**src/pxc_pkg.sv**
```systemverilog
package pxc_pkg;
  // ----------------------------------------------------------------
  // clock and timing
  // ----------------------------------------------------------------
  localparam int unsigned CLK_FREQ_KHZ = 50000;
  localparam int unsigned XOVER_HUNT_MS = 60;
  localparam int unsigned XOVER_HUNT_CYCLES = XOVER_HUNT_MS * CLK_FREQ_KHZ;
  localparam int unsigned XOVER_CNT_W = 24;

  // ----------------------------------------------------------------
  // management register map
  // ----------------------------------------------------------------
  localparam int unsigned REG_ADDR_W = 5;
  localparam int unsigned REG_DATA_W = 16;
  localparam int unsigned MGMT_ADDR_W = 5;
  localparam logic [REG_ADDR_W-1:0] EXT_CTRL_TWO_OFS = 5'h13;

  // extended_control_two field positions
  localparam int unsigned ECT_NODE_MODE_BIT = 15;
  localparam int unsigned ECT_SW_MODE_BIT = 14;
  localparam int unsigned ECT_REMOTE_FAULT_BIT = 13;
  localparam int unsigned ECT_XOVER_EN_BIT = 9;
  localparam int unsigned ECT_FORCED_MAP_BIT = 8;
  localparam int unsigned ECT_TRISTATE_BIT = 7;
  localparam int unsigned ECT_AUTO_PWRDN_BIT = 0;

  // reset value and writable bits
  localparam logic [REG_DATA_W-1:0] ECT_RESET_VAL = 16'h4201;
  localparam logic [REG_DATA_W-1:0] ECT_RW_MASK = 16'h1BFF;
  localparam logic ECT_NODE_MODE_VAL = 1'h0;
  localparam logic ECT_SW_MODE_VAL = 1'h1;

  // ----------------------------------------------------------------
  // crossover hunting states
  // ----------------------------------------------------------------
  typedef enum logic [1:0] {
    PXC_XS_FORCED = 2'b00,
    PXC_XS_HUNT = 2'b01,
    PXC_XS_LOCKED = 2'b10
  } pxc_xstate_e;
endpackage

```
**src/pxc_xover.sv**
```systemverilog
module pxc_xover
  import pxc_pkg::*;
#(
  parameter int unsigned HUNT_CYCLES = XOVER_HUNT_CYCLES
) (
  input wire logic ref_clk, // system clock
  input wire logic rst_n, // async reset, active low
  input wire logic auto_en, // pin and register both enable
  input wire logic forced_cross, // forced mapping when auto off
  input wire logic rx_energy, // signal seen on current receive pair
  output logic cross_r // 1 = crossed mapping
);
  // ----------------------------------------------------------------
  // hunting state machine
  // ----------------------------------------------------------------
  pxc_xstate_e state_r, state_nxt;
  logic [XOVER_CNT_W-1:0] cnt_r, cnt_nxt;
  logic cross_nxt;
  wire logic timeout = (cnt_r >= XOVER_CNT_W'(HUNT_CYCLES - 1));

  always_comb begin
    state_nxt = state_r;
    cnt_nxt = cnt_r;
    cross_nxt = cross_r;
    unique case (state_r)
      PXC_XS_FORCED: begin
        cross_nxt = forced_cross;
        cnt_nxt = '0;
        if (auto_en) begin
          state_nxt = PXC_XS_HUNT;
        end
      end
      PXC_XS_HUNT: begin
        if (rx_energy) begin
          state_nxt = PXC_XS_LOCKED;
          cnt_nxt = '0;
        end else if (timeout) begin
          cross_nxt = ~cross_r; // try the other pair mapping
          cnt_nxt = '0;
        end else begin
          cnt_nxt = cnt_r + 1'b1;
        end
      end
      PXC_XS_LOCKED: begin
        if (rx_energy) begin
          cnt_nxt = '0;
        end else if (timeout) begin
          state_nxt = PXC_XS_HUNT;
          cnt_nxt = '0;
        end else begin
          cnt_nxt = cnt_r + 1'b1;
        end
      end
      default: begin
        state_nxt = PXC_XS_FORCED;
        cnt_nxt = '0;
      end
    endcase
    if (!auto_en) begin
      state_nxt = PXC_XS_FORCED;
      cross_nxt = forced_cross;
      cnt_nxt = '0;
    end
  end

  always_ff @(posedge ref_clk or negedge rst_n) begin
    if (!rst_n) begin
      state_r <= PXC_XS_FORCED;
      cnt_r <= '0;
      cross_r <= 1'b0;
    end else begin
      state_r <= state_nxt;
      cnt_r <= cnt_nxt;
      cross_r <= cross_nxt;
    end
  end
endmodule // pxc_xover

```
**src/pxc_mfpin.sv**
```systemverilog
module pxc_mfpin
  import pxc_pkg::*;
(
  input wire logic ref_clk, // system clock
  input wire logic rst_n, // async reset, active low
  input wire logic [MGMT_ADDR_W-1:0] pin_i, // pin levels
  input wire logic [MGMT_ADDR_W-1:0] status, // indicator states, high = asserted
  output logic [MGMT_ADDR_W-1:0] pin_o, // pin drive levels
  output logic [MGMT_ADDR_W-1:0] pin_oe, // pin drive enables
  output logic [MGMT_ADDR_W-1:0] strap_r // captured address
);
  // ----------------------------------------------------------------
  // strap capture at reset release, then indicator drive
  // ----------------------------------------------------------------
  logic sampled_r;
  wire logic [MGMT_ADDR_W-1:0] drive_nxt = status ^ strap_r;

  always_ff @(posedge ref_clk or negedge rst_n) begin
    if (!rst_n) begin
      sampled_r <= 1'b0;
      strap_r <= '0;
      pin_o <= '0;
      pin_oe <= '0;
    end else if (!sampled_r) begin
      sampled_r <= 1'b1;
      strap_r <= pin_i; // first edge after release
    end else begin
      pin_oe <= '1; // outputs from now on
      pin_o <= drive_nxt;
    end
  end
endmodule // pxc_mfpin

```
**src/pxc_top.sv**
```systemverilog
// Overview of operation
// - reports software mode; register bits configure device
// - remote fault mirrors partner link fault
// - pin and bit high: auto pair selection
// - bit low: mapping forced by mode bit
// - pin low, bit high: straight mapping
// - straight: A transmits; crossed: B transmits
// - auto on by default, pin pulled up
// - tristate bit floats transmit outputs
// - auto power-down of 100 in 10 mode
// - isolate also powers down 100 transceiver
// - speed indicator high at 100 Mb/s
// - five pins give address then indicators
// - system reset input is active low
// - pins sampled at reset exit, outputs after
// - asserted level inverts the sampled level
module pxc_top
  import pxc_pkg::*;
#(
  parameter int unsigned HUNT_CYCLES = XOVER_HUNT_CYCLES
) (
  input wire logic ref_clk, // system clock
  input wire logic system_reset_low, // async reset, active low
  input wire logic soft_reset, // management software reset pulse
  // management register port
  input wire logic reg_wr, // write strobe
  input wire logic reg_rd, // read strobe
  input wire logic [pxc_pkg::REG_ADDR_W-1:0] reg_addr, // register index
  input wire logic [pxc_pkg::REG_DATA_W-1:0] reg_wdata, // write data
  output logic [pxc_pkg::REG_DATA_W-1:0] reg_rdata_r, // read data
  output logic reg_rvalid_r, // read data valid pulse
  // device state from the rest of the transceiver
  input wire logic partner_remote_fault, // fault flag from link word
  input wire logic speed_100, // 1 = running at 100 Mb/s
  input wire logic isolate, // basic control isolate bit
  input wire logic rx_energy, // activity seen on receive pair
  input wire logic auto_crossover_enable, // enable pin level
  // line transmit from the transmitter
  input wire logic line_transmit_positive, // transmit data positive
  input wire logic line_transmit_negative, // transmit data negative
  // twisted pair pins
  input wire logic pair_a_positive_i, // pin level
  output logic pair_a_positive_o, // pin drive
  output logic pair_a_positive_oe, // pin enable
  input wire logic pair_a_negative_i, // pin level
  output logic pair_a_negative_o, // pin drive
  output logic pair_a_negative_oe, // pin enable
  input wire logic pair_b_positive_i, // pin level
  output logic pair_b_positive_o, // pin drive
  output logic pair_b_positive_oe, // pin enable
  input wire logic pair_b_negative_i, // pin level
  output logic pair_b_negative_o, // pin drive
  output logic pair_b_negative_oe, // pin enable
  output logic line_receive_positive_r, // selected receive positive
  output logic line_receive_negative_r, // selected receive negative
  // power and speed
  output logic hundred_power_down_r, // 100 Mb/s transceiver off
  output logic speed_indicator_r, // speed indicator pin
  // multi-function pins, bit 4 down to 0
  input wire logic addr4_receive_indicator_i, // pin level
  input wire logic addr3_transmit_indicator_i, // pin level
  input wire logic addr2_link_indicator_i, // pin level
  input wire logic addr1_collision_indicator_i, // pin level
  input wire logic addr0_activity_indicator_i, // pin level
  output logic addr4_receive_indicator_o, // pin drive
  output logic addr3_transmit_indicator_o, // pin drive
  output logic addr2_link_indicator_o, // pin drive
  output logic addr1_collision_indicator_o, // pin drive
  output logic addr0_activity_indicator_o, // pin drive
  output logic addr4_receive_indicator_oe, // pin enable
  output logic addr3_transmit_indicator_oe, // pin enable
  output logic addr2_link_indicator_oe, // pin enable
  output logic addr1_collision_indicator_oe, // pin enable
  output logic addr0_activity_indicator_oe, // pin enable
  input wire logic receive_active, // receive indicator state
  input wire logic transmit_active, // transmit indicator state
  input wire logic link_good, // link indicator state
  input wire logic collision_seen, // collision indicator state
  input wire logic any_activity, // activity indicator state
  output logic [pxc_pkg::MGMT_ADDR_W-1:0] management_address // captured address
);
  import pxc_pkg::*;

  // ----------------------------------------------------------------
  // reset
  // ----------------------------------------------------------------
  wire logic rst_n = system_reset_low;

  // ----------------------------------------------------------------
  // register decode
  // ----------------------------------------------------------------
  logic [REG_DATA_W-1:0] ctrl_r, ctrl_nxt;
  wire logic hit = (reg_addr == EXT_CTRL_TWO_OFS);
  wire logic wr_hit = reg_wr & hit;
  wire logic rd_hit = reg_rd & hit;
  // read-only bits stay at their stored reset value
  wire logic [REG_DATA_W-1:0] wr_merge = (reg_wdata & ECT_RW_MASK) | (ctrl_r & ~ECT_RW_MASK);

  // reserved bits other than bit 10 are stored as written; manager keeps them at default
  always_comb begin
    ctrl_nxt = ctrl_r;
    if (soft_reset) begin
      ctrl_nxt = ECT_RESET_VAL;
    end else if (wr_hit) begin
      ctrl_nxt = wr_merge;
    end
  end

  // live read image
  logic [REG_DATA_W-1:0] rd_image;
  always_comb begin
    rd_image = ctrl_r;
    rd_image[ECT_NODE_MODE_BIT] = ECT_NODE_MODE_VAL;
    rd_image[ECT_SW_MODE_BIT] = ECT_SW_MODE_VAL;
    rd_image[ECT_REMOTE_FAULT_BIT] = partner_remote_fault;
  end
  wire logic [REG_DATA_W-1:0] rdata_nxt = rd_hit ? rd_image : '0;

  always_ff @(posedge ref_clk or negedge rst_n) begin
    if (!rst_n) begin
      ctrl_r <= ECT_RESET_VAL;
      reg_rdata_r <= '0;
      reg_rvalid_r <= 1'b0;
    end else begin
      ctrl_r <= ctrl_nxt;
      reg_rdata_r <= rdata_nxt;
      reg_rvalid_r <= reg_rd;
    end
  end

  // ----------------------------------------------------------------
  // field taps
  // ----------------------------------------------------------------
  wire logic xover_bit = ctrl_r[ECT_XOVER_EN_BIT];
  wire logic forced_pair_mapping = ctrl_r[ECT_FORCED_MAP_BIT];
  wire logic pair_tristate_control = ctrl_r[ECT_TRISTATE_BIT];
  wire logic auto_pwrdn = ctrl_r[ECT_AUTO_PWRDN_BIT];

  // ----------------------------------------------------------------
  // crossover selection
  // ----------------------------------------------------------------
  wire logic auto_en = xover_bit & auto_crossover_enable;
  // pin low with bit high forces straight; bit low uses mode bit
  wire logic forced_cross = ~xover_bit & forced_pair_mapping;
  logic cross_r;

  pxc_xover #(
    .HUNT_CYCLES(HUNT_CYCLES)
  ) u_xover (
    .ref_clk(ref_clk),
    .rst_n(rst_n),
    .auto_en(auto_en),
    .forced_cross(forced_cross),
    .rx_energy(rx_energy),
    .cross_r(cross_r)
  );

  // ----------------------------------------------------------------
  // pair steering
  // ----------------------------------------------------------------
  wire logic drive_en = ~pair_tristate_control;
  wire logic a_oe_nxt = drive_en & ~cross_r;
  wire logic b_oe_nxt = drive_en & cross_r;
  wire logic rxp_nxt = cross_r ? pair_a_positive_i : pair_b_positive_i;
  wire logic rxn_nxt = cross_r ? pair_a_negative_i : pair_b_negative_i;

  always_ff @(posedge ref_clk or negedge rst_n) begin
    if (!rst_n) begin
      pair_a_positive_o <= 1'b0;
      pair_a_negative_o <= 1'b0;
      pair_b_positive_o <= 1'b0;
      pair_b_negative_o <= 1'b0;
      pair_a_positive_oe <= 1'b0;
      pair_a_negative_oe <= 1'b0;
      pair_b_positive_oe <= 1'b0;
      pair_b_negative_oe <= 1'b0;
      line_receive_positive_r <= 1'b0;
      line_receive_negative_r <= 1'b0;
    end else begin
      pair_a_positive_o <= line_transmit_positive;
      pair_a_negative_o <= line_transmit_negative;
      pair_b_positive_o <= line_transmit_positive;
      pair_b_negative_o <= line_transmit_negative;
      pair_a_positive_oe <= a_oe_nxt;
      pair_a_negative_oe <= a_oe_nxt;
      pair_b_positive_oe <= b_oe_nxt;
      pair_b_negative_oe <= b_oe_nxt;
      line_receive_positive_r <= rxp_nxt;
      line_receive_negative_r <= rxn_nxt;
    end
  end

  // ----------------------------------------------------------------
  // power-down and speed indicator
  // ----------------------------------------------------------------
  wire logic pwrdn_nxt = (auto_pwrdn & ~speed_100) | isolate;

  always_ff @(posedge ref_clk or negedge rst_n) begin
    if (!rst_n) begin
      hundred_power_down_r <= 1'b0;
      speed_indicator_r <= 1'b0;
    end else begin
      hundred_power_down_r <= pwrdn_nxt;
      speed_indicator_r <= speed_100;
    end
  end

  // ----------------------------------------------------------------
  // multi-function address and indicator pins
  // ----------------------------------------------------------------
  wire logic [MGMT_ADDR_W-1:0] mf_i = {addr4_receive_indicator_i, addr3_transmit_indicator_i,
                                       addr2_link_indicator_i, addr1_collision_indicator_i,
                                       addr0_activity_indicator_i};
  wire logic [MGMT_ADDR_W-1:0] mf_status = {receive_active, transmit_active, link_good,
                                            collision_seen, any_activity};
  logic [MGMT_ADDR_W-1:0] mf_o;
  logic [MGMT_ADDR_W-1:0] mf_oe;

  // soft reset deliberately not connected: pins stay outputs
  pxc_mfpin u_mfpin (
    .ref_clk(ref_clk),
    .rst_n(rst_n),
    .pin_i(mf_i),
    .status(mf_status),
    .pin_o(mf_o),
    .pin_oe(mf_oe),
    .strap_r(management_address)
  );

  assign {addr4_receive_indicator_o, addr3_transmit_indicator_o, addr2_link_indicator_o,
          addr1_collision_indicator_o, addr0_activity_indicator_o} = mf_o;
  assign {addr4_receive_indicator_oe, addr3_transmit_indicator_oe, addr2_link_indicator_oe,
          addr1_collision_indicator_oe, addr0_activity_indicator_oe} = mf_oe;
endmodule // pxc_top

```
**config.mk**
```make
export PLATFORM = sky130hd
export DESIGN_NAME = pxc_top
export DESIGN_NICKNAME = d
export VERILOG_FILES = /design/src/pxc_pkg.sv /design/src/pxc_xover.sv /design/src/pxc_mfpin.sv /design/src/pxc_top.sv
export SDC_FILE = /design/constraint.sdc
export NUM_CORES = 1
export LEC_CHECK = 0
export ABC_CLOCK_PERIOD_IN_PS = 1900
export BUFFER_PORTS_ARGS = -buffer_cell sky130_fd_sc_hd__buf_4
export CAP_MARGIN = 25
export CORE_ASPECT_RATIO = 1.1
export CORE_MARGIN = 5
export CORE_UTILIZATION = 35
export CTS_CLUSTER_SIZE = 20
export DETAILED_ROUTE_END_ITERATION = 8
export PLACE_DENSITY = 0.57
export SLEW_MARGIN = 15
export SYNTH_ARGS = -nofsm -noshare
export SYNTH_HDL_FRONTEND = slang
export SYNTH_HIERARCHICAL = 1
export SYNTH_SLANG_ARGS = --single-unit
```
**constraint.sdc**
```tcl
create_clock -name ref_clk -period 1.9 [get_ports ref_clk]
set_input_delay 0.38 -clock ref_clk [delete_from_list [all_inputs] [get_ports ref_clk]]
set_output_delay 0.38 -clock ref_clk [all_outputs]
set_load 0.01 [all_outputs]
```
# Word level (Yosys, flattened, before mapping)
# Index checks and enable logic that the tools add are counted.
[op_classes]
n_addsub = 1
n_lt_le_gt_ge = 1
n_eq_ne = 9
n_mux = 18
bitwise_logic = 14
n_reduce_logical = 5
[ops]
columns = ["op", "n"]
rows = [
  ["$mux W24", 4],
  ["$mux W16", 2],
  ["$add A24 B1 Y24 const B", 1],
  ["$ge A24 B22 Y1 const B", 1],
  ["$ne A3 B3 Y1 const B", 6],
  ["$or A13 B16 Y16", 1],
  ["$mux W15", 1],
  ["$mux W2", 4],
  ["$and A1 B1 Y1", 7],
  ["$pmux W2 S3", 1],
  ["$reduce_and A3 Y1", 2],
  ["$eq A5 B5 Y1 const B", 1],
  ["$mux W1", 5],
  ["$xor A5 B5 Y5", 1],
  ["$not A1 Y1", 4],
  ["$eq A2 B1 Y1 const B", 1],
  ["$eq A2 B2 Y1 const B", 1],
  ["$logic_not A2 Y1", 1],
  ["$pmux W1 S2", 1],
  ["$reduce_bool A2 Y1", 1],
  ["$reduce_or A2 Y1", 1],
  ["$or A1 B1 Y1", 1],
]
[totals]
register_bits = 79
in_bits = 47
output_inout_bits = 44
elab_cells = 66

# Longest topological paths before layout
# Gate-level depths: netlist (run 1).
[depth]
depth_word = 5
ltp_mapped = 7
mapped_depth_nobuf = 7

# By module
# Netlist (run 1), hierarchy kept.
[modules_own_cells]
columns = ["mod", "instances", "cells_per_inst", "area_per_inst_um2", "seq_area_each_um2"]
rows = [
  ["pxc_xover", 1, 144, 1500.2, 675.6],
  ["pxc_top", 1, 106, 1427.6, 903.4],
  ["pxc_mfpin", 1, 40, 565.5, 300.3],
]

# Least setup slack after synthesis (run 1)
# OpenSTA, ideal clock, no wires.
[synth_path]
path_type = "reg2reg"
from = "register u_xover.cnt_r[0]"
to = "register u_xover.cross_r"
setup_ns = 0.125
t_arrival_ns = 1.433
required_time_ns = 1.775
slack_ns = 0.342
path_stages_with_launch = 7
n_path_buf = 0
synth_period_minus_slack_ns = 1.558
path_cell_list = "dfrtp_1 > ha_1 > nand3_1 > o21bai_1 > a31oi_4 > nand2_1 > mux2_2"
[synth_between]
elab_chain_len = 3
[synth_rtl]
columns = ["element", "line_no", "rtl"]
rows = [
  ["start: declaration", "pxc_xover.sv:17", "logic [XOVER_CNT_W-1:0] cnt_r, cnt_nxt;"],
  ["start signal: assignment", "pxc_xover.sv:73", "cnt_r <= cnt_nxt;"],
  ["$ge A24 B22 Y1", "pxc_xover.sv:19", "wire logic timeout = (cnt_r >= XOVER_CNT_W'(HUNT_CYCLES - 1));"],
  ["$ne A3 B3 Y1 (no source line)", "-", ""],
  ["$reduce_and A3 Y1 (no source line)", "-", ""],
  ["end signal: assignment", "pxc_xover.sv:74", "cross_r <= cross_nxt;"],
  ["end: declaration", "pxc_xover.sv:11", "output logic cross_r"],
]
# No other way between the ends.
# A chain may end at the register's enable or synchronous reset.

# Final worst setup path (run 1)
[layout_path]
from = "register u_xover.state_r[1]"
to = "register u_xover.state_r[1]"
[layout_between]
elab_chain_len = 3
word_cells_on_any_way = 9
cone_classes = "eq/ne (5); mux (2); reduce/logical (2)"
[layout_rtl]
columns = ["element", "line_no", "rtl"]
rows = [
  ["start: declaration", "pxc_xover.sv:16", "pxc_xstate_e state_r, state_nxt;"],
  ["start signal: assignment", "pxc_xover.sv:72", "state_r <= state_nxt;"],
  ["$eq A2 B2 Y1 (tied with other cells)", "pxc_xover.sv:25", "unique case (state_r)"],
  ["$ne A3 B3 Y1 (no source line) or $pmux W2 S3 (tied branches)", "-", ""],
  ["$reduce_and A3 Y1 (no source line) or $mux W2 (tied branches)", "-", ""],
]
# Several ways; a longest one is shown, not always the timed one.

==> flow_results.xml, run 1 <==
<?xml version="1.0" encoding="UTF-8"?>
<metrics>
  <group name="status">
    <metric name="run_status" unit="">finished, final reports clean</metric>
  </group>
  <group name="synthesis">
    <metric name="synth_cell_type_count" unit="">50</metric>
    <metric name="edff_count_synth" unit="">0</metric>
    <metric name="synth_warnings" unit="">6</metric>
    <metric name="syn_area" unit="µm²">3490</metric>
    <metric name="post_synthesis_area_per_instance" unit="µm²">12.0</metric>
    <metric name="synth-main-ff-cell" unit="">dfrtp_1</metric>
    <metric name="yosys_reg_bits" unit="">75</metric>
    <metric name="netlist_instances" unit="">290</metric>
    <metric name="sequential_element_share_of_the_synthesized_area" unit="%">53.8</metric>
    <metric name="asyncSetResetFlopFracSynth" unit="%">100</metric>
  </group>
  <group name="floorplan">
    <metric name="core_area" unit="µm²">9790</metric>
    <metric name="die_height" unit="µm">115</metric>
    <metric name="initial_core_utilization" unit="%">35.7</metric>
    <metric name="floorplan.die.width" unit="µm">105</metric>
    <metric name="fp.dieArea" unit="µm²">12100</metric>
    <metric name="row_count" unit="">38</metric>
    <metric name="ios" unit="">91</metric>
  </group>
  <group name="route">
    <metric name="total_number_of_vias" unit="">2281</metric>
    <metric name="initialDrtViolationCount" unit="">50</metric>
    <metric name="wl" unit="mm">6.66</metric>
    <metric name="remaining_routing_drc_violations" unit="">0</metric>
    <metric name="route.antenna.remaining_nets" unit="">0</metric>
    <metric name="routed_wire_length_per_instance" unit="µm">13.3</metric>
    <metric name="post_drt_via_cell_ratio" unit="">4.55</metric>
    <metric name="dr.pass1.iters" unit="">4</metric>
  </group>
  <group name="sta">
    <metric name="finalHoldViolCount" unit="">0</metric>
    <metric name="setup_violations" unit="">0</metric>
    <metric name="worst_hold_slack" unit="ps">38.7</metric>
    <metric name="unrepaired_setup_endpoints_after_global_routing" unit="">false</metric>
    <metric name="period_needed" unit="ps">1710</metric>
    <metric name="finalMaxSlewViolations" unit="">0</metric>
    <metric name="max_frequency" unit="MHz">584</metric>
    <metric name="worst-slew-pin-transition" unit="ps">805</metric>
    <metric name="post-route-worst-setup-slack" unit="ps">186</metric>
    <metric name="clock_skew" unit="ps">7.20</metric>
    <metric name="timing.slew.headroom" unit="%">46.3</metric>
    <metric name="finalSetupTns" unit="ps">0</metric>
    <metric name="timing.final.crit_share" unit="%">90.2</metric>
  </group>
  <group name="clock_tree">
    <metric name="cts_tree" unit="">yes</metric>
    <metric name="clock_path_buffers" unit="">2</metric>
    <metric name="cts.sink_count" unit="">75</metric>
    <metric name="worst_skew_pair.late_latency" unit="ps">340</metric>
    <metric name="tritoncts.num_buffers" unit="">9</metric>
    <metric name="ctsRootBufferMaster" unit="">clkbuf_8</metric>
    <metric name="clk_pin_slew_worst_paths" unit="ps">80</metric>
    <metric name="post_cts_hold_buffer_count" unit="">0</metric>
    <metric name="clock_tree.htree_level_count" unit="">3</metric>
    <metric name="post_cts_buffers" unit="">0</metric>
    <metric name="postCtsResizedCells" unit="">0</metric>
  </group>
  <group name="global_routing">
    <metric name="first_pass_grt_wire_length" unit="mm">11.3</metric>
    <metric name="grt_start_max_net_pins" unit="">76</metric>
    <metric name="grt-busiest-layer" unit="">met2</metric>
    <metric name="gr-usage-all-layers" unit="%">11.4</metric>
    <metric name="met3_usage" unit="%">4.55</metric>
    <metric name="number_of_antenna_violations_at_the_first_check_in_global_routing" unit="">0</metric>
    <metric name="grt_remaining_overflow" unit="">0</metric>
    <metric name="via_count_of_the_first_global_routing_pass" unit="">2321</metric>
    <metric name="global_route.usage.met2" unit="%">17.9</metric>
    <metric name="grtUsageMet1" unit="%">14.4</metric>
  </group>
  <group name="power_and_ir_drop">
    <metric name="static-leakage-power" unit="µW">0.00204</metric>
    <metric name="cellInternalPower" unit="µW">2790</metric>
    <metric name="power.switching_fraction" unit="%">25.9</metric>
    <metric name="combinationalPowerShare" unit="%">17.0</metric>
    <metric name="powerDensity" unit="nW/µm²">852</metric>
    <metric name="netSwitchingPower" unit="µW">976</metric>
    <metric name="vdd.ir_drop.worst" unit="mV">0.436</metric>
    <metric name="share_seq_of_total_power" unit="%">47.3</metric>
    <metric name="clock_power_share" unit="%">35.8</metric>
  </group>
  <group name="setup_path">
    <metric name="setup_cp_type" unit="">register to register</metric>
    <metric name="critPathRequiredTime" unit="ps">2130</metric>
    <metric name="crit_path_max_fanout" unit="">4</metric>
    <metric name="start_kind" unit="">register</metric>
    <metric name="worst-endpoint-arrival" unit="ps">1950</metric>
    <metric name="worstRegToRegCells" unit="">7</metric>
    <metric name="critPathCaptureType" unit="">register</metric>
  </group>
  <group name="final_layout">
    <metric name="fillerInstances" unit="">929</metric>
    <metric name="seqCellArea" unit="µm²">1880</metric>
    <metric name="antennaDiodeCount" unit="">0</metric>
    <metric name="layout_commonest_cell" unit="">buf_4</metric>
    <metric name="multiInputGateArea" unit="µm²">1440</metric>
    <metric name="nets" unit="">428</metric>
    <metric name="layout_common_cells" unit="">buf_4 (89), dfrtp_1 (73), nand2b_1 (21), nor2_1 (18), nor2_2 (16)</metric>
    <metric name="post-route-cell-area" unit="µm²">4420</metric>
    <metric name="flow.area_growth_from_synthesis" unit="%">26.5</metric>
    <metric name="final_layout_size_suffix_gt1_share" unit="%">38.8</metric>
  </group>
  <group name="placed_design">
    <metric name="globalplace.congestion" unit="">0.754</metric>
    <metric name="hpwl" unit="mm">4.68</metric>
    <metric name="place.port_buffers" unit="">85</metric>
    <metric name="place_ws" unit="ps">216</metric>
    <metric name="placed_cell_area" unit="µm²">4200</metric>
  </group>
  <group name="job">
    <metric name="drv.max_cap_violation_count" unit="">0</metric>
  </group>
  <group name="min_path">
    <metric name="timing.hold.worst.class" unit="">input port to async pin</metric>
  </group>
</metrics>
## stage by stage
step                std cells  utilization [%]  total power (µW)
floorplan                 292                -              2180
global placement          485             42.9              2440
detailed placement        485             42.9              2460
CTS                       501             45.1              3840
global route              501             45.1              3970
finish                    501             45.1              3770
## critical path, stage by stage, from the launching register on
cell     delay, ps
dfrtp_1        410
inv_1          100
ha_1           230
nor2b_1        170
a21oi_1        210
mux2_2         370
nand2_1         70
mux2i_1         60
## synthesized netlist by cell type (7+ instances only)
library cell | n | area, µm²
nand3_1 | 10 | 50.1
dfrtp_1 | 73 | 1830
and2_1 | 14 | 87.6
mux2i_1 | 13 | 130
xor2_1 | 15 | 131
nand2b_1 | 21 | 131
xnor2_1 | 9 | 78.8
nand2_1 | 10 | 37.5
inv_1 | 7 | 26.3
nor2_1 | 18 | 67.6
nor2_2 | 16 | 100
buf_4 | 10 | 75.1
## registers in the layout (all words and copies together), names as in the netlist, 2 cells and up
register	cells
u_xover/cnt_r	24
reg_rdata_r	15
ctrl_r	12
u_mfpin/pin_o	5
u_mfpin/strap_r	5
u_xover/state_r	2
## area by class of cell
cell class | instances | share of cell area (%)
Timing Repair Buffer | 91 | 16.0
Sequential cell | 75 | 42.5
Tap cell | 120 | 3.40
Clock buffer | 11 | 2.97
Inverter | 7 | 0.594
Multi-Input combinational cell | 192 | 32.6
Clock inverter | 5 | 1.95
## kinds of logic after synthesis
family          Yosys count  synth area share (%)
mux                      22                  7.16
fa+ha+maj                 5                  1.79
flops                    75                  53.8
other cells               3                 0.322
compound gates           19                  4.48
buf+inv                  25                  5.23
xor+xnor                 24                  6.02
simple gates            117                  21.2
## metal layers
layer | vias to the layer above | part of all wire, % | routed length [µm]
li1 | 1117 | - | -
met1 | 1115 | 44 | 2920
met2 | 40 | 49 | 3230
met3 | 9 | 6.1 | 409
met4 | 0 | 1.3 | 89
met5 | - | 0 | 0
## worst paths after layout
check	from	end	slack [ps]
min in group ref_clk	line_transmit_negative	pair_b_negative_o$_DFF_PN0_	140
hold reg to reg	ctrl_r[7]$_DFFE_PN0P_	pair_a_negative_oe$_DFF_PN0_	480
hold / removal	system_reset_low	reg_rdata_r[10]$_DFF_PN0_	40
max in group asynchronous	system_reset_low	ctrl_r[0]$_DFFE_PN1P_	1520
setup / recovery	u_xover/state_r[1]$_DFFE_PN0P_	u_xover/state_r[1]$_DFFE_PN0P_	190
setup reg to reg	u_xover/state_r[1]$_DFFE_PN0P_	u_xover/state_r[1]$_DFFE_PN0P_	190
## power groups by stage
stage / Clock (µW) / Sequential (µW) / Combinational [µW]
3_5_place_dp: 0 / 1810 / 648
3_3_place_gp: 0 / 1810 / 630
2_1_floorplan: 0 / 1820 / 354
5_1_grt: 1480 / 1790 / 700
4_1_cts: 1410 / 1780 / 651
6_report: 1350 / 1780 / 640
No activity file was read; power rests on OpenSTA's default activity.
==> run 2: changes to the inputs <==
--- a/config.mk
+++ b/config.mk
@@ -10,10 +10,11 @@
 export CAP_MARGIN = 25
 export CORE_ASPECT_RATIO = 1.1
 export CORE_MARGIN = 5
-export CORE_UTILIZATION = 35
+export CORE_UTILIZATION = 40
 export CTS_CLUSTER_SIZE = 20
 export DETAILED_ROUTE_END_ITERATION = 8
-export PLACE_DENSITY = 0.57
+export MAX_ROUTING_LAYER = met4
+export PLACE_DENSITY = 0.63
 export SLEW_MARGIN = 15
 export SYNTH_ARGS = -nofsm -noshare
 export SYNTH_HDL_FRONTEND = slang
==> flow_results.xml, run 2 (synthesis results as in run 1) <==
<?xml version="1.0" encoding="UTF-8"?>
<metrics>
  <group name="route">
    <metric name="dr.pass1.iters" unit="">4</metric>
    <metric name="total_number_of_vias" unit="">2294</metric>
    <metric name="post_drt_via_cell_ratio" unit="">4.64</metric>
    <metric name="route.antenna.remaining_nets" unit="">0</metric>
    <metric name="routed_wire_length_per_instance" unit="µm">13.4</metric>
    <metric name="initialDrtViolationCount" unit="">75</metric>
    <metric name="wl" unit="mm">6.63</metric>
    <metric name="remaining_routing_drc_violations" unit="">0</metric>
  </group>
  <group name="job">
    <metric name="drv.max_cap_violation_count" unit="">0</metric>
  </group>
  <group name="final_layout">
    <metric name="nets" unit="">430</metric>
    <metric name="layout_commonest_cell" unit="">buf_4</metric>
    <metric name="seqCellArea" unit="µm²">1880</metric>
    <metric name="max_reg_flops" unit="">24</metric>
    <metric name="finalCoreUtilization" unit="%">52.4</metric>
    <metric name="fillerInstances" unit="">751</metric>
    <metric name="layout_top_registers" unit="">u_xover/cnt_r x24, reg_rdata_r x15, ctrl_r x12</metric>
    <metric name="antennaDiodeCount" unit="">0</metric>
    <metric name="flow.area_growth_from_synthesis" unit="%">26.8</metric>
    <metric name="multiInputGateArea" unit="µm²">1440</metric>
    <metric name="registers.top_by_ff_count" unit="">u_xover/cnt_r</metric>
    <metric name="layout_common_cells" unit="">buf_4 (90), dfrtp_1 (73), nand2b_1 (21), nor2_1 (18), nor2_2 (16)</metric>
    <metric name="final_layout_size_suffix_gt1_share" unit="%">39.2</metric>
    <metric name="final_cells" unit="">494</metric>
  </group>
  <group name="power_and_ir_drop">
    <metric name="combinationalPowerShare" unit="%">17.0</metric>
    <metric name="share_seq_of_total_power" unit="%">47.4</metric>
    <metric name="static-leakage-power" unit="µW">0.00205</metric>
    <metric name="vdd.ir_drop.worst" unit="mV">0.371</metric>
    <metric name="power.switching_fraction" unit="%">25.0</metric>
    <metric name="powerDensity" unit="nW/µm²">848</metric>
    <metric name="clock_power_share" unit="%">35.6</metric>
    <metric name="netSwitchingPower" unit="µW">940</metric>
    <metric name="cellInternalPower" unit="µW">2810</metric>
  </group>
  <group name="min_path">
    <metric name="timing.hold.worst.class" unit="">input port to register</metric>
    <metric name="min_path_cells" unit="">1</metric>
  </group>
  <group name="floorplan">
    <metric name="core_area" unit="µm²">8450</metric>
    <metric name="ios" unit="">91</metric>
    <metric name="die_height" unit="µm">108</metric>
    <metric name="fp.dieArea" unit="µm²">10700</metric>
    <metric name="floorplan.die.width" unit="µm">99.1</metric>
    <metric name="initial_core_utilization" unit="%">41.3</metric>
    <metric name="row_count" unit="">35</metric>
  </group>
  <group name="sta">
    <metric name="setup_violations" unit="">0</metric>
    <metric name="clock_skew" unit="ps">14.5</metric>
    <metric name="timing.final.crit_share" unit="%">90.4</metric>
    <metric name="period_needed" unit="ps">1720</metric>
    <metric name="finalHoldViolCount" unit="">0</metric>
    <metric name="finalMaxSlewViolations" unit="">0</metric>
    <metric name="post-route-worst-setup-slack" unit="ps">183</metric>
    <metric name="finalSetupTns" unit="ps">0</metric>
    <metric name="unrepaired_setup_endpoints_after_global_routing" unit="">false</metric>
    <metric name="timing.slew.headroom" unit="%">45.9</metric>
    <metric name="worst-slew-pin-transition" unit="ps">812</metric>
    <metric name="max_frequency" unit="MHz">582</metric>
  </group>
  <group name="global_routing">
    <metric name="grt_start_max_net_pins" unit="">37</metric>
    <metric name="first_pass_grt_wire_length" unit="mm">11.5</metric>
    <metric name="via_count_of_the_first_global_routing_pass" unit="">2476</metric>
    <metric name="grt_remaining_overflow" unit="">0</metric>
    <metric name="gr-usage-all-layers" unit="%">13.8</metric>
    <metric name="number_of_antenna_violations_at_the_first_check_in_global_routing" unit="">0</metric>
  </group>
  <group name="clock_tree">
    <metric name="post_cts_hold_buffer_count" unit="">1</metric>
    <metric name="ctsRootBufferMaster" unit="">clkbuf_8</metric>
    <metric name="cts.sink_count" unit="">75</metric>
    <metric name="cts_tree" unit="">yes</metric>
    <metric name="postCtsResizedCells" unit="">0</metric>
    <metric name="clk_pin_slew_worst_paths" unit="ps">80</metric>
    <metric name="clock_path_buffers" unit="">2</metric>
    <metric name="clock_tree.htree_level_count" unit="">3</metric>
    <metric name="tritoncts.num_buffers" unit="">9</metric>
    <metric name="post_cts_buffers" unit="">0</metric>
    <metric name="worst_skew_pair.late_latency" unit="ps">340</metric>
  </group>
  <group name="setup_path">
    <metric name="critPathRequiredTime" unit="ps">2190</metric>
    <metric name="crit_path_max_fanout" unit="">4</metric>
    <metric name="worst-endpoint-arrival" unit="ps">2000</metric>
    <metric name="start_kind" unit="">register</metric>
    <metric name="setup_cp_type" unit="">register to register</metric>
    <metric name="timing.critical_path.cells" unit="">inv_1, ha_1, nor2b_1, and4b_1, a311oi_1, mux2_2</metric>
    <metric name="slowest_delay" unit="ps">420</metric>
    <metric name="critPathCaptureType" unit="">register</metric>
    <metric name="worstRegToRegCells" unit="">6</metric>
    <metric name="crit_path_top_delay_cell" unit="">dfrtp_1</metric>
  </group>
  <group name="placed_design">
    <metric name="placedCellCount" unit="">477</metric>
    <metric name="hpwl" unit="mm">4.76</metric>
    <metric name="place_ws" unit="ps">201</metric>
    <metric name="place.port_buffers" unit="">85</metric>
    <metric name="globalplace.congestion" unit="">0.783</metric>
  </group>
  <group name="status">
    <metric name="run_status" unit="">finished, final reports clean</metric>
  </group>
</metrics>
[run 2: layer usage]
metal / up-vias / routed length [µm] / global-route usage (%)
met5: - / 0 / -
met4: 0 / 69 / 5.56
met3: 4 / 404 / 4.65
met2: 53 / 3150 / 21.4
met1: 1114 / 3010 / 16.7
li1: 1123 / - / -
[run 2: worst paths after layout]
path	to	start	slack, ps
max	u_xover/cross_r$_DFFE_PN0P_	u_xover/state_r[1]$_DFFE_PN0P_	180
min	pair_b_positive_o$_DFF_PN0_	line_transmit_positive	140
max reg2reg	u_xover/cross_r$_DFFE_PN0P_	u_xover/state_r[1]$_DFFE_PN0P_	180
min reg2reg	pair_a_negative_oe$_DFF_PN0_	ctrl_r[7]$_DFFE_PN0P_	470
max in group asynchronous	ctrl_r[9]$_DFFE_PN1P_	system_reset_low	870
min in group asynchronous	speed_indicator_r$_DFF_PN0_	system_reset_low	470
[run 2: cell type report]
class                   instances  share of cell area (%)
inverters                       7                   0.593
flip-flops and latches         75                    42.4
clock inverters                 5                    1.75
multi-input cells             192                    32.5
clock buffers                  11                    3.19
well taps                     111                    3.14
repair buffers                 93                    16.4
[run 2: worst max-delay path, delay by kind of cell, from the launching register on]
family          cells  cell delay [ps]
compound gates      1              230
fa+ha+maj           1              200
buf+inv             1              110
flops               1              420
mux                 1              210
simple gates        2              480
[run 2: stage by stage]
step	hold WS (ps)	power, µW	area (µm²)
5_1_grt	104	3950	4430
2_1_floorplan	84.4	2180	3500
4_1_cts	112	3810	4430
6_report	136	3750	4430
3_5_place_dp	300	2460	4200
3_3_place_gp	297	2430	4200
[run 2: power by group through the flow]
stage / Sequential (µW) / Combinational [µW] / Clock, µW
floorplan: 1820 / 354 / 0
global placement: 1810 / 625 / 0
detailed placement: 1810 / 643 / 0
CTS: 1780 / 648 / 1380
global route: 1790 / 706 / 1450
finish: 1780 / 639 / 1340
==> run 3: changes to the inputs <==
--- a/config.mk
+++ b/config.mk
@@ -8,13 +8,13 @@
 export ABC_CLOCK_PERIOD_IN_PS = 1900
 export BUFFER_PORTS_ARGS = -buffer_cell sky130_fd_sc_hd__buf_4
 export CAP_MARGIN = 25
-export CORE_ASPECT_RATIO = 1.1
+export CORE_ASPECT_RATIO = 1.5
 export CORE_MARGIN = 5
-export CORE_UTILIZATION = 40
+export CORE_UTILIZATION = 45
 export CTS_CLUSTER_SIZE = 20
 export DETAILED_ROUTE_END_ITERATION = 8
 export MAX_ROUTING_LAYER = met4
-export PLACE_DENSITY = 0.63
+export PLACE_DENSITY = 0.7
 export SLEW_MARGIN = 15
 export SYNTH_ARGS = -nofsm -noshare
 export SYNTH_HDL_FRONTEND = slang
==> flow_results.xml, run 3 (synthesis results as in run 1) <==
<?xml version="1.0" encoding="UTF-8"?>
<metrics>
  <group name="setup_path">
    <metric name="critPathTopFamily" unit="">simple AND/OR/NAND/NOR gates</metric>
    <metric name="crit_path_max_fanout" unit="">22</metric>
    <metric name="rr_endpoint" unit="">u_xover/cnt_r[12]$_DFF_PN0_</metric>
    <metric name="timing.rr.start" unit="">u_xover/cnt_r[0]$_DFF_PN0_</metric>
    <metric name="critPathRequiredTime" unit="ps">2150</metric>
    <metric name="setup_cp_type" unit="">register to register</metric>
    <metric name="timing.critical_path.cells" unit="">ha_1, nand3_1, o21bai_1, a31oi_4, nand4_4, buf_12, nor2_1</metric>
    <metric name="cp_num_buf_inv" unit="">1</metric>
    <metric name="worstRegToRegCells" unit="">7</metric>
    <metric name="critPathCaptureType" unit="">register</metric>
    <metric name="worst-endpoint-arrival" unit="ps">1960</metric>
    <metric name="start_kind" unit="">register</metric>
    <metric name="crit_path_top_delay_cell" unit="">dfrtp_1</metric>
    <metric name="setup.reg_to_reg.worst_slack" unit="ps">190</metric>
    <metric name="slowest_delay" unit="ps">410</metric>
  </group>
  <group name="clock_tree">
    <metric name="post_cts_hold_buffer_count" unit="">0</metric>
    <metric name="post_cts_buffers" unit="">0</metric>
    <metric name="clock_tree.htree_level_count" unit="">3</metric>
    <metric name="cts.sink_count" unit="">75</metric>
    <metric name="worst_skew_pair.late_latency" unit="ps">330</metric>
    <metric name="clock_path_buffers" unit="">2</metric>
    <metric name="ctsRootBufferMaster" unit="">clkbuf_16</metric>
    <metric name="clk_pin_slew_worst_paths" unit="ps">60</metric>
    <metric name="cts_tree" unit="">yes</metric>
    <metric name="postCtsResizedCells" unit="">0</metric>
    <metric name="tritoncts.num_buffers" unit="">9</metric>
  </group>
  <group name="placed_design">
    <metric name="placedCellCount" unit="">467</metric>
    <metric name="place.port_buffers" unit="">85</metric>
    <metric name="hpwl" unit="mm">4.88</metric>
    <metric name="globalplace.congestion" unit="">0.782</metric>
    <metric name="place_ws" unit="ps">197</metric>
  </group>
  <group name="floorplan">
    <metric name="ios" unit="">91</metric>
    <metric name="row_count" unit="">39</metric>
    <metric name="die_height" unit="µm">118</metric>
    <metric name="initial_core_utilization" unit="%">45.9</metric>
    <metric name="fp.dieArea" unit="µm²">9660</metric>
    <metric name="floorplan.die.width" unit="µm">81.9</metric>
    <metric name="core_area" unit="µm²">7610</metric>
  </group>
  <group name="final_layout">
    <metric name="flow.area_growth_from_synthesis" unit="%">28.2</metric>
    <metric name="registers.top_by_ff_count" unit="">u_xover/cnt_r</metric>
    <metric name="layout_common_cells" unit="">buf_4 (89), dfrtp_1 (73), nand2b_1 (21), nor2_1 (18), nor2_2 (16)</metric>
    <metric name="finalCoreUtilization" unit="%">58.8</metric>
    <metric name="layout_top_registers" unit="">u_xover/cnt_r x24, reg_rdata_r x15, ctrl_r x12</metric>
    <metric name="layout_commonest_cell" unit="">buf_4</metric>
    <metric name="antennaDiodeCount" unit="">0</metric>
    <metric name="nets" unit="">428</metric>
    <metric name="final_layout_size_suffix_gt1_share" unit="%">38.8</metric>
    <metric name="max_reg_flops" unit="">24</metric>
    <metric name="final_cells" unit="">483</metric>
  </group>
  <group name="power_and_ir_drop">
    <metric name="powerDensity" unit="nW/µm²">916</metric>
    <metric name="static-leakage-power" unit="µW">0.00207</metric>
    <metric name="report.power.total" unit="µW">4100</metric>
    <metric name="vdd.ir_drop.worst" unit="mV">0.775</metric>
  </group>
  <group name="sta">
    <metric name="period_needed" unit="ps">1710</metric>
    <metric name="max_frequency" unit="MHz">586</metric>
    <metric name="worst-slew-pin-transition" unit="ps">762</metric>
    <metric name="post-route-worst-setup-slack" unit="ps">193</metric>
    <metric name="finalHoldViolCount" unit="">0</metric>
    <metric name="finalSetupTns" unit="ps">0</metric>
    <metric name="timing.slew.headroom" unit="%">49.2</metric>
    <metric name="timing.final.crit_share" unit="%">89.8</metric>
    <metric name="unrepaired_setup_endpoints_after_global_routing" unit="">false</metric>
    <metric name="finalMaxSlewViolations" unit="">0</metric>
    <metric name="setup_violations" unit="">0</metric>
    <metric name="clock_skew" unit="ps">7.37</metric>
  </group>
  <group name="global_routing">
    <metric name="gr-usage-all-layers" unit="%">15.6</metric>
    <metric name="number_of_antenna_violations_at_the_first_check_in_global_routing" unit="">0</metric>
    <metric name="first_pass_grt_wire_length" unit="mm">11.3</metric>
    <metric name="via_count_of_the_first_global_routing_pass" unit="">2365</metric>
    <metric name="grt_remaining_overflow" unit="">0</metric>
    <metric name="grt_start_max_net_pins" unit="">39</metric>
  </group>
  <group name="job">
    <metric name="drv.max_cap_violation_count" unit="">0</metric>
  </group>
  <group name="min_path">
    <metric name="timing.hold.worst.class" unit="">input port to async pin</metric>
  </group>
  <group name="route">
    <metric name="route.antenna.remaining_nets" unit="">0</metric>
    <metric name="remaining_routing_drc_violations" unit="">0</metric>
    <metric name="dr.pass1.iters" unit="">5</metric>
    <metric name="post_drt_via_cell_ratio" unit="">4.80</metric>
    <metric name="total_number_of_vias" unit="">2317</metric>
    <metric name="routed_wire_length_per_instance" unit="µm">13.9</metric>
    <metric name="initialDrtViolationCount" unit="">108</metric>
    <metric name="wl" unit="mm">6.70</metric>
  </group>
  <group name="status">
    <metric name="run_status" unit="">finished, final reports clean</metric>
  </group>
</metrics>
-- run 3: changes by cell type in the layout (fill, tap and decap cells not counted), sizes merged --
| cell | change |
|---|---|
| clkinvlp | +1 |
| bufinv | -1 |
| clkbuf | +1 |
| dlygate4sd3 | -1 |
| buf | -1 |
| clkinv | -1 |
-- run 3: layout make-up --
| type | instances | area, µm² |
|---|---|---|
| timing repair buffer | 91 | 708 |
| fill | 689 | 3140 |
| inverter | 7 | 26.3 |
| clock inverter | 4 | 50.0 |
| multi-input combinational | 192 | 1440 |
| sequential | 75 | 1880 |
| tap | 102 | 128 |
| clock buffer | 12 | 246 |
-- run 3: how the worst max path moves through the flow --
stage / startpoint / end / slack, ps / cells after the start
6_report: u_xover/cnt_r[0]$_DFF_PN0_ / u_xover/cnt_r[12]$_DFF_PN0_ / 190 / 7
3_3_place_gp: u_xover/cnt_r[0]$_DFF_PN0_ / u_xover/cross_r$_DFFE_PN0P_ / 250 / 6
3_5_place_dp: u_xover/cnt_r[0]$_DFF_PN0_ / u_xover/state_r[1]$_DFFE_PN0P_ / 200 / 6
5_1_grt: u_xover/state_r[1]$_DFFE_PN0P_ / u_xover/state_r[1]$_DFFE_PN0P_ / 90 / 7
2_1_floorplan: u_xover/cnt_r[0]$_DFF_PN0_ / u_xover/cross_r$_DFFE_PN0P_ / 340 / 6
4_1_cts: u_xover/cnt_r[0]$_DFF_PN0_ / u_xover/state_r[1]$_DFFE_PN0P_ / 180 / 6
-- run 3: where the power goes --
part           switching (µW)  internal (µW)
clock network             627           1050
registers                87.8           1700
logic                     292            348
-- run 3: metrics by stage --
| stage | instance area, µm² | hold slack [ps] |
|---|---|---|
| 3_3_place_gp | 4180 | 375 |
| 4_1_cts | 4480 | 21.7 |
| 2_1_floorplan | 3500 | 84.4 |
| 3_5_place_dp | 4180 | 380 |
| 5_1_grt | 4480 | 48.2 |
| 6_report | 4480 | 12.8 |
-- run 3: routing by layer --
| layer | wire (µm) | vias up | global-route usage, % |
|---|---|---|---|
| li1 | - | 1121 | - |
| met1 | 2510 | 1130 | 16.7 |
| met2 | 3660 | 57 | 25.7 |
| met3 | 410 | 9 | 5.82 |
| met4 | 121 | 0 | 5.61 |
| met5 | 0 | - | - |
